<file path="config.mk">
export PLATFORM = sky130hd
export DESIGN_NAME = fcs_host
export DESIGN_NICKNAME = d
export VERILOG_FILES = /design/src/inc/fcs_pkg.sv /design/src/logic/fcs_host.sv
export SDC_FILE = /design/constraint.sdc
export NUM_CORES = 1
export LEC_CHECK = 0
export BUFFER_PORTS_ARGS = -buffer_cell sky130_fd_sc_hd__buf_2
export CAP_MARGIN = 20
export CORE_MARGIN = 1.5
export CORE_UTILIZATION = 51
export DETAILED_ROUTE_END_ITERATION = 16
export GPL_TIMING_DRIVEN = 0
export PLACE_DENSITY = 0.88
export SLEW_MARGIN = 10
export SYNTH_ARGS = -nofsm -noshare
export SYNTH_HDL_FRONTEND = slang
export SYNTH_SLANG_ARGS = --single-unit
</file>
<file path="constraint.sdc">
create_clock -name i_clock -period 3.5 [get_ports i_clock]
set_input_delay 0.35 -clock i_clock [delete_from_list [all_inputs] [get_ports i_clock]]
set_output_delay 0.35 -clock i_clock [all_outputs]
set_load 0.01 [all_outputs]
</file>
<file path="src/inc/fcs_pkg.sv">
// Constants, command codes and carrier types for the flash command host.
// Assumes a byte-wide parallel flash with active-low select, write strobe
// and output gate, and a 100 MHz system clock on the host side.
//
// Overview of operation
// - Address on later fall, data on rise.
// - Autoselect held until host writes reset.
// - Host writes reset after timeout failure bit.
// - Program: two unlocks, A0, address and byte.
// - Chip erase: six writes ending in 10.
// - Sector erase: six writes, sector address, 30.
// - Keep gaps under 50us during sector adds.
// - Unlock AA@555, 55@2AA; codes 90 A0 80 10 30 F0.
// - Write only with select, strobe low, gate high.
package fcs_pkg;
    localparam int ADDR_W = 19;
    localparam int DATA_W = 8;
    localparam logic [ADDR_W-1:0] ADDR_UNLOCK1 = 19'h00555;
    localparam logic [ADDR_W-1:0] ADDR_UNLOCK2 = 19'h002AA;
    localparam logic [DATA_W-1:0] DATA_UNLOCK1 = 8'hAA;
    localparam logic [DATA_W-1:0] DATA_UNLOCK2 = 8'h55;
    localparam logic [DATA_W-1:0] CMD_AUTOSEL = 8'h90;
    localparam logic [DATA_W-1:0] CMD_PROGRAM = 8'hA0;
    localparam logic [DATA_W-1:0] CMD_ERASE = 8'h80;
    localparam logic [DATA_W-1:0] CMD_CHIP = 8'h10;
    localparam logic [DATA_W-1:0] CMD_SECTOR = 8'h30;
    localparam logic [DATA_W-1:0] CMD_RESET = 8'hF0;
    localparam logic [DATA_W-1:0] CMD_SUSPEND = 8'hB0;
    localparam logic [DATA_W-1:0] CMD_RESUME = 8'h30;
    localparam logic [ADDR_W-1:0] ADDR_ZERO = 19'h00000;
    localparam int SECT_LSB = 16;
    localparam int SECT_W = 3;
    localparam logic [ADDR_W-1:0] ID_LOW_MAKER = 19'h00000;
    localparam logic [ADDR_W-1:0] ID_LOW_DEVICE = 19'h00001;
    localparam logic [ADDR_W-1:0] ID_LOW_PROTECT = 19'h00002;
    localparam logic [ADDR_W-1:0] ID_LOW_CONT = 19'h00003;
    localparam int STATUS_TIMEOUT_BIT = 5;
    localparam int STATUS_WINDOW_BIT = 3;
    localparam int CLK_PERIOD_NS = 10;
    // Each strobe phase lasts this long; covers write pulse, hold and read gate.
    localparam int PHASE_NS = 40;
    localparam logic [3:0] PHASE_CYC =
        4'((PHASE_NS + CLK_PERIOD_NS - 1) / CLK_PERIOD_NS);
    // Gap between sector adds must stay under this time.
    localparam int SECT_GAP_US = 50;
    localparam logic [12:0] SECT_GAP_CYC =
        13'((SECT_GAP_US * 1000) / CLK_PERIOD_NS);

    typedef enum logic [3:0] {
        FCS_OP_READ,
        FCS_OP_RESET,
        FCS_OP_AUTOSEL,
        FCS_OP_PROGRAM,
        FCS_OP_CHIP_ERASE,
        FCS_OP_SECT_ERASE,
        FCS_OP_SECT_ADD,
        FCS_OP_SUSPEND,
        FCS_OP_RESUME
    } fcs_op_t;

    typedef struct packed {
        fcs_op_t op;
        logic [ADDR_W-1:0] addr;
        logic [DATA_W-1:0] data;
    } fcs_req_t;

    typedef struct packed {
        logic ce_n;
        logic we_n;
        logic oe_n;
    } fcs_ctl_t;
endpackage

</file>
<file path="src/logic/fcs_host.sv">
// Host-side controller that turns user requests into flash bus cycles.
// Assumes the flash pins connect directly; data pins are three signals.
`timescale 1ns/10ps
`default_nettype none
module fcs_host
    import fcs_pkg::*;
(
    input wire logic i_clock,
    input wire logic i_sys_rst,
    input wire logic i_req_valid,
    input wire fcs_req_t i_req,
    output logic o_req_ready,
    output logic o_rd_valid,
    output logic [DATA_W-1:0] o_rd_data,
    output logic o_gap_expired,
    output logic o_timeout_fail,
    output logic o_erase_window,
    output fcs_ctl_t o_ctl,
    output logic [ADDR_W-1:0] o_addr,
    output logic [DATA_W-1:0] o_dq_out,
    output logic o_dq_oe,
    input wire logic [DATA_W-1:0] i_dq_in
);
    // ******************************************************************
    // Sequence table
    // ******************************************************************
    typedef enum logic [2:0] {
        ST_IDLE,
        ST_SETUP,
        ST_PULSE,
        ST_HOLD,
        ST_RD_GATE,
        ST_RD_DONE
    } fcs_state_t;

    fcs_state_t state, next_state;
    logic [2:0] cyc, next_cyc;
    logic [2:0] last_cyc, next_last_cyc;
    logic [3:0] tmr, next_tmr;
    logic [12:0] gap, next_gap;
    fcs_req_t req, next_req;
    fcs_ctl_t ctl, next_ctl;
    logic [ADDR_W-1:0] addr, next_addr;
    logic [DATA_W-1:0] dq_out, next_dq_out;
    logic dq_oe, next_dq_oe;
    logic ready, next_ready;
    logic rd_valid, next_rd_valid;
    logic [DATA_W-1:0] rd_data, next_rd_data;
    logic gap_exp, next_gap_exp;
    logic tfail, next_tfail;
    logic ewin, next_ewin;
    logic [DATA_W-1:0] dq_s1, dq_s2;
    logic [ADDR_W-1:0] cyc_addr;
    logic [DATA_W-1:0] cyc_data;

    // Address and data of write cycle number cyc for the held request.
    always_comb begin
        cyc_addr = ADDR_UNLOCK1;
        cyc_data = DATA_UNLOCK1;
        unique case (cyc)
            3'h0: begin
                cyc_addr = ADDR_UNLOCK1;
                cyc_data = DATA_UNLOCK1;
            end
            3'h1, 3'h4: begin
                cyc_addr = ADDR_UNLOCK2;
                cyc_data = DATA_UNLOCK2;
            end
            3'h2: begin
                cyc_addr = ADDR_UNLOCK1;
                unique case (req.op)
                    FCS_OP_AUTOSEL: cyc_data = CMD_AUTOSEL;
                    FCS_OP_PROGRAM: cyc_data = CMD_PROGRAM;
                    default: cyc_data = CMD_ERASE;
                endcase
            end
            3'h3: begin
                if (req.op == FCS_OP_PROGRAM) begin
                    cyc_addr = req.addr;
                    cyc_data = req.data;
                end else begin
                    cyc_addr = ADDR_UNLOCK1;
                    cyc_data = DATA_UNLOCK1;
                end
            end
            default: begin
                if (req.op == FCS_OP_CHIP_ERASE) begin
                    cyc_addr = ADDR_UNLOCK1;
                    cyc_data = CMD_CHIP;
                end else begin
                    // Only the sector bits matter here.
                    cyc_addr = {req.addr[ADDR_W-1:SECT_LSB],
                        16'h0000};
                    cyc_data = CMD_SECTOR;
                end
            end
        endcase
        // Single-cycle commands ignore the address, except sector add, which keeps the sector bits.
        unique case (req.op)
            FCS_OP_RESET: begin
                cyc_addr = ADDR_ZERO;
                cyc_data = CMD_RESET;
            end
            FCS_OP_SUSPEND: begin
                cyc_addr = ADDR_ZERO;
                cyc_data = CMD_SUSPEND;
            end
            FCS_OP_RESUME: begin
                cyc_addr = ADDR_ZERO;
                cyc_data = CMD_RESUME;
            end
            FCS_OP_SECT_ADD: begin
                cyc_addr = {req.addr[ADDR_W-1:SECT_LSB], 16'h0000};
                cyc_data = CMD_SECTOR;
            end
            default: begin
            end
        endcase
    end

    // ******************************************************************
    // Bus cycle engine
    // ******************************************************************
    always_comb begin
        next_state = state;
        next_cyc = cyc;
        next_last_cyc = last_cyc;
        next_tmr = tmr;
        next_req = req;
        next_ctl = ctl;
        next_addr = addr;
        next_dq_out = dq_out;
        next_dq_oe = dq_oe;
        next_ready = ready;
        next_rd_valid = 1'b0;
        next_rd_data = rd_data;
        next_gap = (gap == SECT_GAP_CYC) ? gap : gap + 13'h0001;
        next_gap_exp = gap_exp | (gap == SECT_GAP_CYC);
        next_tfail = dq_s2[STATUS_TIMEOUT_BIT];
        next_ewin = dq_s2[STATUS_WINDOW_BIT];
        unique case (state)
            ST_IDLE: begin
                next_ctl = '{ce_n: 1'b1, we_n: 1'b1, oe_n: 1'b1};
                next_dq_oe = 1'b0;
                if (i_req_valid && ready) begin
                    next_req = i_req;
                    next_ready = 1'b0;
                    next_cyc = 3'h0;
                    next_tmr = PHASE_CYC;
                    unique case (i_req.op)
                        FCS_OP_READ: begin
                            // Autoselect ids are plain reads too.
                            next_addr = i_req.addr;
                            next_ctl = '{ce_n: 1'b0, we_n: 1'b1,
                                oe_n: 1'b1};
                            next_state = ST_RD_GATE;
                        end
                        FCS_OP_RESET, FCS_OP_SUSPEND, FCS_OP_RESUME,
                        FCS_OP_SECT_ADD: begin
                            next_last_cyc = 3'h0;
                            next_state = ST_SETUP;
                        end
                        FCS_OP_AUTOSEL: begin
                            next_last_cyc = 3'h2;
                            next_state = ST_SETUP;
                        end
                        FCS_OP_PROGRAM: begin
                            next_last_cyc = 3'h3;
                            next_state = ST_SETUP;
                        end
                        default: begin
                            next_last_cyc = 3'h5;
                            next_state = ST_SETUP;
                        end
                    endcase
                end
            end
            ST_SETUP: begin
                // Address settles before select and strobe fall.
                next_addr = cyc_addr;
                next_dq_out = cyc_data;
                next_dq_oe = 1'b1;
                next_ctl = '{ce_n: 1'b1, we_n: 1'b1, oe_n: 1'b1};
                // One extra count: the strobes only fall on the first
                // pulse edge, yet the low phase must last the full length.
                next_tmr = PHASE_CYC + 4'h1;
                next_state = ST_PULSE;
            end
            ST_PULSE: begin
                // Gate stays high so the low strobes form a write.
                next_ctl = '{ce_n: 1'b0, we_n: 1'b0, oe_n: 1'b1};
                next_tmr = tmr - 4'h1;
                if (tmr == 4'h1) begin
                    next_ctl = '{ce_n: 1'b1, we_n: 1'b1, oe_n: 1'b1};
                    next_tmr = PHASE_CYC;
                    next_state = ST_HOLD;
                end
            end
            ST_HOLD: begin
                // Data and address held past the rising strobes.
                next_tmr = tmr - 4'h1;
                if (tmr == 4'h1) begin
                    if (cyc == last_cyc) begin
                        next_dq_oe = 1'b0;
                        next_ready = 1'b1;
                        next_state = ST_IDLE;
                        if (req.op == FCS_OP_SECT_ERASE ||
                            req.op == FCS_OP_SECT_ADD) begin
                            next_gap = 13'h0000;
                            next_gap_exp = 1'b0;
                        end
                    end else begin
                        next_cyc = cyc + 3'h1;
                        next_state = ST_SETUP;
                    end
                end
            end
            ST_RD_GATE: begin
                next_ctl = '{ce_n: 1'b0, we_n: 1'b1, oe_n: 1'b0};
                next_tmr = tmr - 4'h1;
                if (tmr == 4'h1) begin
                    // Taken from the second sync stage, which holds the
                    // pins as they stood once the gate had been low a cycle.
                    next_rd_data = dq_s2;
                    next_state = ST_RD_DONE;
                end
            end
            default: begin
                next_ctl = '{ce_n: 1'b1, we_n: 1'b1, oe_n: 1'b1};
                next_rd_valid = 1'b1;
                next_ready = 1'b1;
                next_state = ST_IDLE;
            end
        endcase
        // Status flags only mean something on a read result.
        if (!(state == ST_RD_DONE)) begin
            next_tfail = tfail;
            next_ewin = ewin;
        end
    end

    always_ff @(posedge i_clock or posedge i_sys_rst) begin
        if (i_sys_rst) begin
            state <= ST_IDLE;
            cyc <= 3'h0;
            last_cyc <= 3'h0;
            tmr <= 4'h0;
            gap <= SECT_GAP_CYC;
            req <= '0;
            ctl <= '{ce_n: 1'b1, we_n: 1'b1, oe_n: 1'b1};
            addr <= '0;
            dq_out <= '0;
            dq_oe <= 1'b0;
            ready <= 1'b1;
            rd_valid <= 1'b0;
            rd_data <= '0;
            gap_exp <= 1'b1;
            tfail <= 1'b0;
            ewin <= 1'b0;
            dq_s1 <= '0;
            dq_s2 <= '0;
        end else begin
            state <= next_state;
            cyc <= next_cyc;
            last_cyc <= next_last_cyc;
            tmr <= next_tmr;
            gap <= next_gap;
            req <= next_req;
            ctl <= next_ctl;
            addr <= next_addr;
            dq_out <= next_dq_out;
            dq_oe <= next_dq_oe;
            ready <= next_ready;
            rd_valid <= next_rd_valid;
            rd_data <= next_rd_data;
            gap_exp <= next_gap_exp;
            tfail <= next_tfail;
            ewin <= next_ewin;
            dq_s1 <= i_dq_in;
            dq_s2 <= dq_s1;
        end
    end

    assign o_req_ready = ready;
    assign o_rd_valid = rd_valid;
    assign o_rd_data = rd_data;
    assign o_gap_expired = gap_exp;
    assign o_timeout_fail = tfail;
    assign o_erase_window = ewin;
    assign o_ctl = ctl;
    assign o_addr = addr;
    assign o_dq_out = dq_out;
    assign o_dq_oe = dq_oe;
endmodule
`default_nettype wire

</file>
Word-level counts from Yosys, hierarchy flattened. Cells that the tools add are included.

Logic and storage cells: 135. Input bits: 42. Output and inout bits: 44. Register bits after elaboration: 117.

Add/subtract/negate cells: 3. Reduce and logical (&&, ||, !) cells: 26. Equality and inequality tests: 33. Mux-type cells: 48. Bitwise logic cells: 3.

Operator list (number): $mux 19 (4); $pmux 19 s2 (2); $mux 13 (5); $pmux 19 s3 (1); $mux 3 (11); $pmux 8 s4 (1); $eq 4x3->1 const B (6); $pmux 3 s4 (2); $pmux 8 s3 (1); $eq 4x2->1 const B (4); $pmux 4 s4 (1); $pmux 3 s5 (1); $add 13x1->13 const B (1); $eq 13x13->1 const B (1); $eq 3x2->1 const B (4); $eq 4x1->1 const B (3); $ne 2x2->1 const B (6); $pmux 6 s2 (1); $reduce_and 4->1 (3); $mux 1 (11); $eq 3x3->1 const B (3); $reduce_and 3->1 (3); $eq 4x4->1 const B (2); $mux 4 (2); 23 further kinds (34).

Logic depth before layout (Yosys ltp).
Depth in word-level cells: 6. Mapped depth: 9. Depth with buffers taken out: 7.

Least setup slack after synthesis. No wires, ideal clock.

Path type: register to register. Start: register tmr[1]. End: register gap[0]. Period minus slack after synthesis: 2.163 ns. Data required time: 3.381 ns. Setup slack: 1.337 ns. Setup time: 0.119 ns. Buffers on the path: 3. Cell stages (with the launch flop): 10. Arrival time: 2.044 ns. Path through: dfrtp_1 inv_1 ha_1 or3b_2 clkbuf_1 nor4_2 and3_1 buf_2 buf_4 nor2_1.

Word-level cells in the longest chain between the ends: 3.

Ends and longest elaborated chain: start, declared (RTL line fcs_host.sv:39) `logic [3:0] tmr, next_tmr;`; start signal, assigned (RTL line fcs_host.sv:266) `tmr <= next_tmr;`; $eq 4x1->1 (RTL line fcs_host.sv:202) `if (tmr == 4'h1) begin`; $mux 13 (RTL line fcs_host.sv:202); $mux 13 (RTL line fcs_host.sv:141) `unique case (state)`; net next_gap[0] (RTL line fcs_host.sv:40) `logic [12:0] gap, next_gap;`; end signal, assigned (RTL line fcs_host.sv:267) `gap <= next_gap;`; end, declared (RTL line fcs_host.sv:40).

The timed path passes the listed nets, and every way through them passes these cells. A chain may end at the register's enable or synchronous reset.

Final worst setup path.
Start: register state[1]. End: register dq_out[4] (netlist: o_dq_out[4]).

Word-level cells in the longest chain between the ends: 1.

Ends and longest elaborated chain: start, declared (RTL line fcs_host.sv:36) `fcs_state_t state, next_state;`; start signal, assigned (RTL line fcs_host.sv:263) `state <= next_state;`; $eq 3x1->1 (RTL line fcs_host.sv:141); end signal, assigned (RTL line fcs_host.sv:271) `dq_out <= next_dq_out;`; end, declared (RTL line fcs_host.sv:44) `logic [DATA_W-1:0] dq_out, next_dq_out;`.

Every way passes these cells.

==> results.toml <==
[outcome]
outcome = "finished clean"

[timing]
tightest_slew_ns = 1.212
relSlewSlack_pct = 19.00
rsz0062_at_grt = "no"
slew_viol_final = 0
timing.fmax_mhz = 356.8
totalNegativeSetupSlack_ns = 0
skew_ns = 0.005014
period_minus_slack_ns = 2.803
fin_crit_sh_pct = 80.08
finalHoldViolCount = 0
finalSetupViolCount = 0

[clocking]
htreeDepth = 4
cts_tree = "built"
clockBufferDepth = 2
numCtsBuffers = 17
clockRootBuffer = "clkbuf_8"
cts.clk_slew.worst_paths_ns = 0.06
clk_latency_ns = 0.51
cts_sinks = 117
post-cts-setup-buffers = 0

[floorplanning]
fp-row-count = 37
start_util_pct = 52.28
die_h_um = 105.6
die_w_um = 105.6
die_area_mm2 = 0.01116
coreArea_mm2 = 0.01028
io_pins = 86

[logic_synthesis]
synth_enable_flop_cells = 0
yosysTopAreaCell = "dfrtp_1"
synth_xor_xnor_area_share_pct = 2.445
async_flop_share_pct = 100.0
synthTopCellsByCount = "nand2_1 (124), dfrtp_1 (107), nor2_1 (51), o21ai_0 (51), a21oi_1 (29)"
synth_fa_ha_area_share_pct = 2.096
synth_area_leaders = "dfrtp_1 (50%), nand2_1 (8.7%), dfstp_2 (4.9%)"
muxShareOfSynthArea_pct = 2.469
yosysMostFrequentCell = "nand2_1"
synth-compound-area-share_pct = 14.56
syn_area_mm2 = 0.005373
yosys.area_share.simple_pct = 20.21
synth_top_family_by_area = "simple AND/OR/NAND/NOR gates"
syn_avg_cell_area_um2 = 9.509
yosysUniqueCellTypes = 59
netlist.area_leader.share_pct = 49.84
synthCells = 565
seq_area_frac_synth_pct = 54.73
ys_warn_count = 0
ys_seq_elements = 117
syn-num-nets = 616
synth_ff_type = "dfrtp_1"

[run]
maxCapViolCount = 0

[placement]
dp.cells = 787
io_buffers = 85
dp_hpwl_um = 8912
place_congestion = 0.8832

[power_and_ir_drop]
powerDensity_mw_per_mm2 = 840.4
swShare_pct = 35.40
clockPowerShare_pct = 30.7
p_leak_nw = 3.173
p_total_mw = 5.620
ir_drop_v = 0.0004007
seq_power_share_pct = 38.0
pwr-share-comb_pct = 31.3
p_int_mw = 3.631
p_switching_mw = 1.989

[global_route]
grt_use_total_pct = 26.04
grt_pass1_wl_um = 22870
antenna_found_initial = 0
grt_max_degree = 73
grt_pass1_vias = 4703
globalRouteOverflowTotal = 0

[route]
postRouteAntennaNets = 0
drt_first_iter_violations = 541
wl_um = 13810
drcViolationCount = 0
via_per_inst = 5.752
wl_per_cell_um = 16.67
vias = 4763
firstDrtPassIters = 8

[cells_and_area]
antenna_cells = 0
areaGrowthSynthToFinish_pct = 24.48
layout-drive-gt1-share_pct = 21.82
final-instance-count-excl-fill = 828
utilization_pct = 65.07
nets = 730
fillers = 720

[worst_hold_path]
holdCritPathClass = "in -> reg"

[setup_path]
critPathKind = "reg -> reg"
crit_path_end_kind = "flip-flop"
cp_data_required_time_ns = 3.90
arrival_ns = 3.20
critical_path.max_fanout = 10
cp-start-kind = "flip-flop"
power groups by stage:
| stage | clock network, mW | registers, mW | logic, mW |
|---|---|---|---|
| floorplan | 0 | 2.14 | 1.11 |
| global placement | 0 | 2.10 | 1.59 |
| detailed placement | 0 | 2.13 | 1.68 |
| CTS | 1.73 | 2.12 | 1.74 |
| global route | 1.80 | 2.19 | 1.95 |
| finish | 1.72 | 2.14 | 1.76 |
kinds of logic (layout without fill, tap and decap cells):
| logic type | Yosys count | count (layout) |
|---|---|---|
| buf+inv | 46 | 173 |
| simple gates | 239 | 239 |
| flops | 117 | 117 |
| mux | 12 | 12 |
| xor+xnor | 15 | 15 |
| compound gates | 127 | 127 |
| fa+ha+maj | 9 | 9 |
per-layer routing:
metal / wire length, µm / part of all wire, % / vias to the layer above / global-route usage [%]
met4: 361 / 2.6 / 0 / 11.10
met5: 0 / 0 / - / 0
li1: - / - / 2155 / -
met2: 6890 / 50 / 263 / 42.95
met3: 1149 / 8.3 / 45 / 5.937
met1: 5405 / 39 / 2300 / 32.99
critical path: stages (launching register included):
cell and delay, ns:
dfrtp_1 0.44, nor3b_1 1.00, o311ai_0 0.46, nand2b_1 0.30, clkbuf_1 0.23, a21oi_1 0.17, a21oi_1 0.08
path summary, 6_finish.rpt:
check                      slack (ns)         from  cells past startpoint           to
setup / recovery                 0.70     state[1]                      6  o_dq_out[4]
hold / removal                   0.01  i_req_valid                      2  o_req_ready
setup reg to reg                 0.70     state[1]                      6  o_dq_out[4]
hold reg to reg                  0.35     dq_s1[5]                      0     dq_s2[5]
max in group asynchronous        2.40    i_sys_rst                      4       gap[8]
min in group asynchronous        0.39    i_sys_rst                      3       gap[2]
area by class of cell:
class	count	area (µm²)	area share, %
Inverter	16	65.06	0.9729
Buffer	30	127.6	1.908
Clock buffer	25	504.2	7.540
Clock inverter	7	92.59	1.384
Timing Repair Buffer	95	543.0	8.120
Multi-Input combinational cell	402	2245	33.56
Tap cell	136	170.2	2.544
Sequential cell	117	2940	43.97
sequential cells by signal, indices dropped and copies added (netlist names):
signal          count
cyc                 3
dq_s1               8
dq_s2               8
gap                13
last_cyc            3
o_addr             19
o_ctl               3
o_dq_oe             1
o_dq_out            8
o_erase_window      1
o_gap_expired       1
o_rd_data           8
o_rd_valid          1
o_req_ready         1
o_timeout_fail      1
req                31
state               3
tmr                 4
cells in the final DEF, fill, tap and decap left out, types with 10 or more instances in the layout:
cell / synthesis / routed
nand2_1: 124 / 124
nand3_1: 12 / 12
dfrtp_1: 107 / 107
dfstp_2: 10 / 10
buf_2: 3 / 88
clkbuf_1: 25 / 27
nor2_1: 51 / 51
o21ai_0: 51 / 51
mux2_2: 10 / 10
xor2_1: 11 / 11
inv_1: 16 / 15
a21oi_1: 29 / 29
clkbuf_16: 0 / 16
metrics by stage:
step,setup WS [ns],cell area (µm²),hold WS (ns)
final,0.6972,6688,0.01210
after global routing,0.6443,6688,0.01189
after CTS,0.9079,6688,0.01108
after detailed placement,0.9478,6001,0.3347
after global placement,-0.9996,5968,0.3322
after floorplan,0.06578,5373,0.3312
what timing repair did:
action                                  in CTS  in global routing
endpoints found under the setup margin       0                  0
resized for setup                            0                  0
hold buffers                                 9                  0
hold endpoints to repair                    51                  0
No activity file was read; power rests on OpenSTA's default activity.
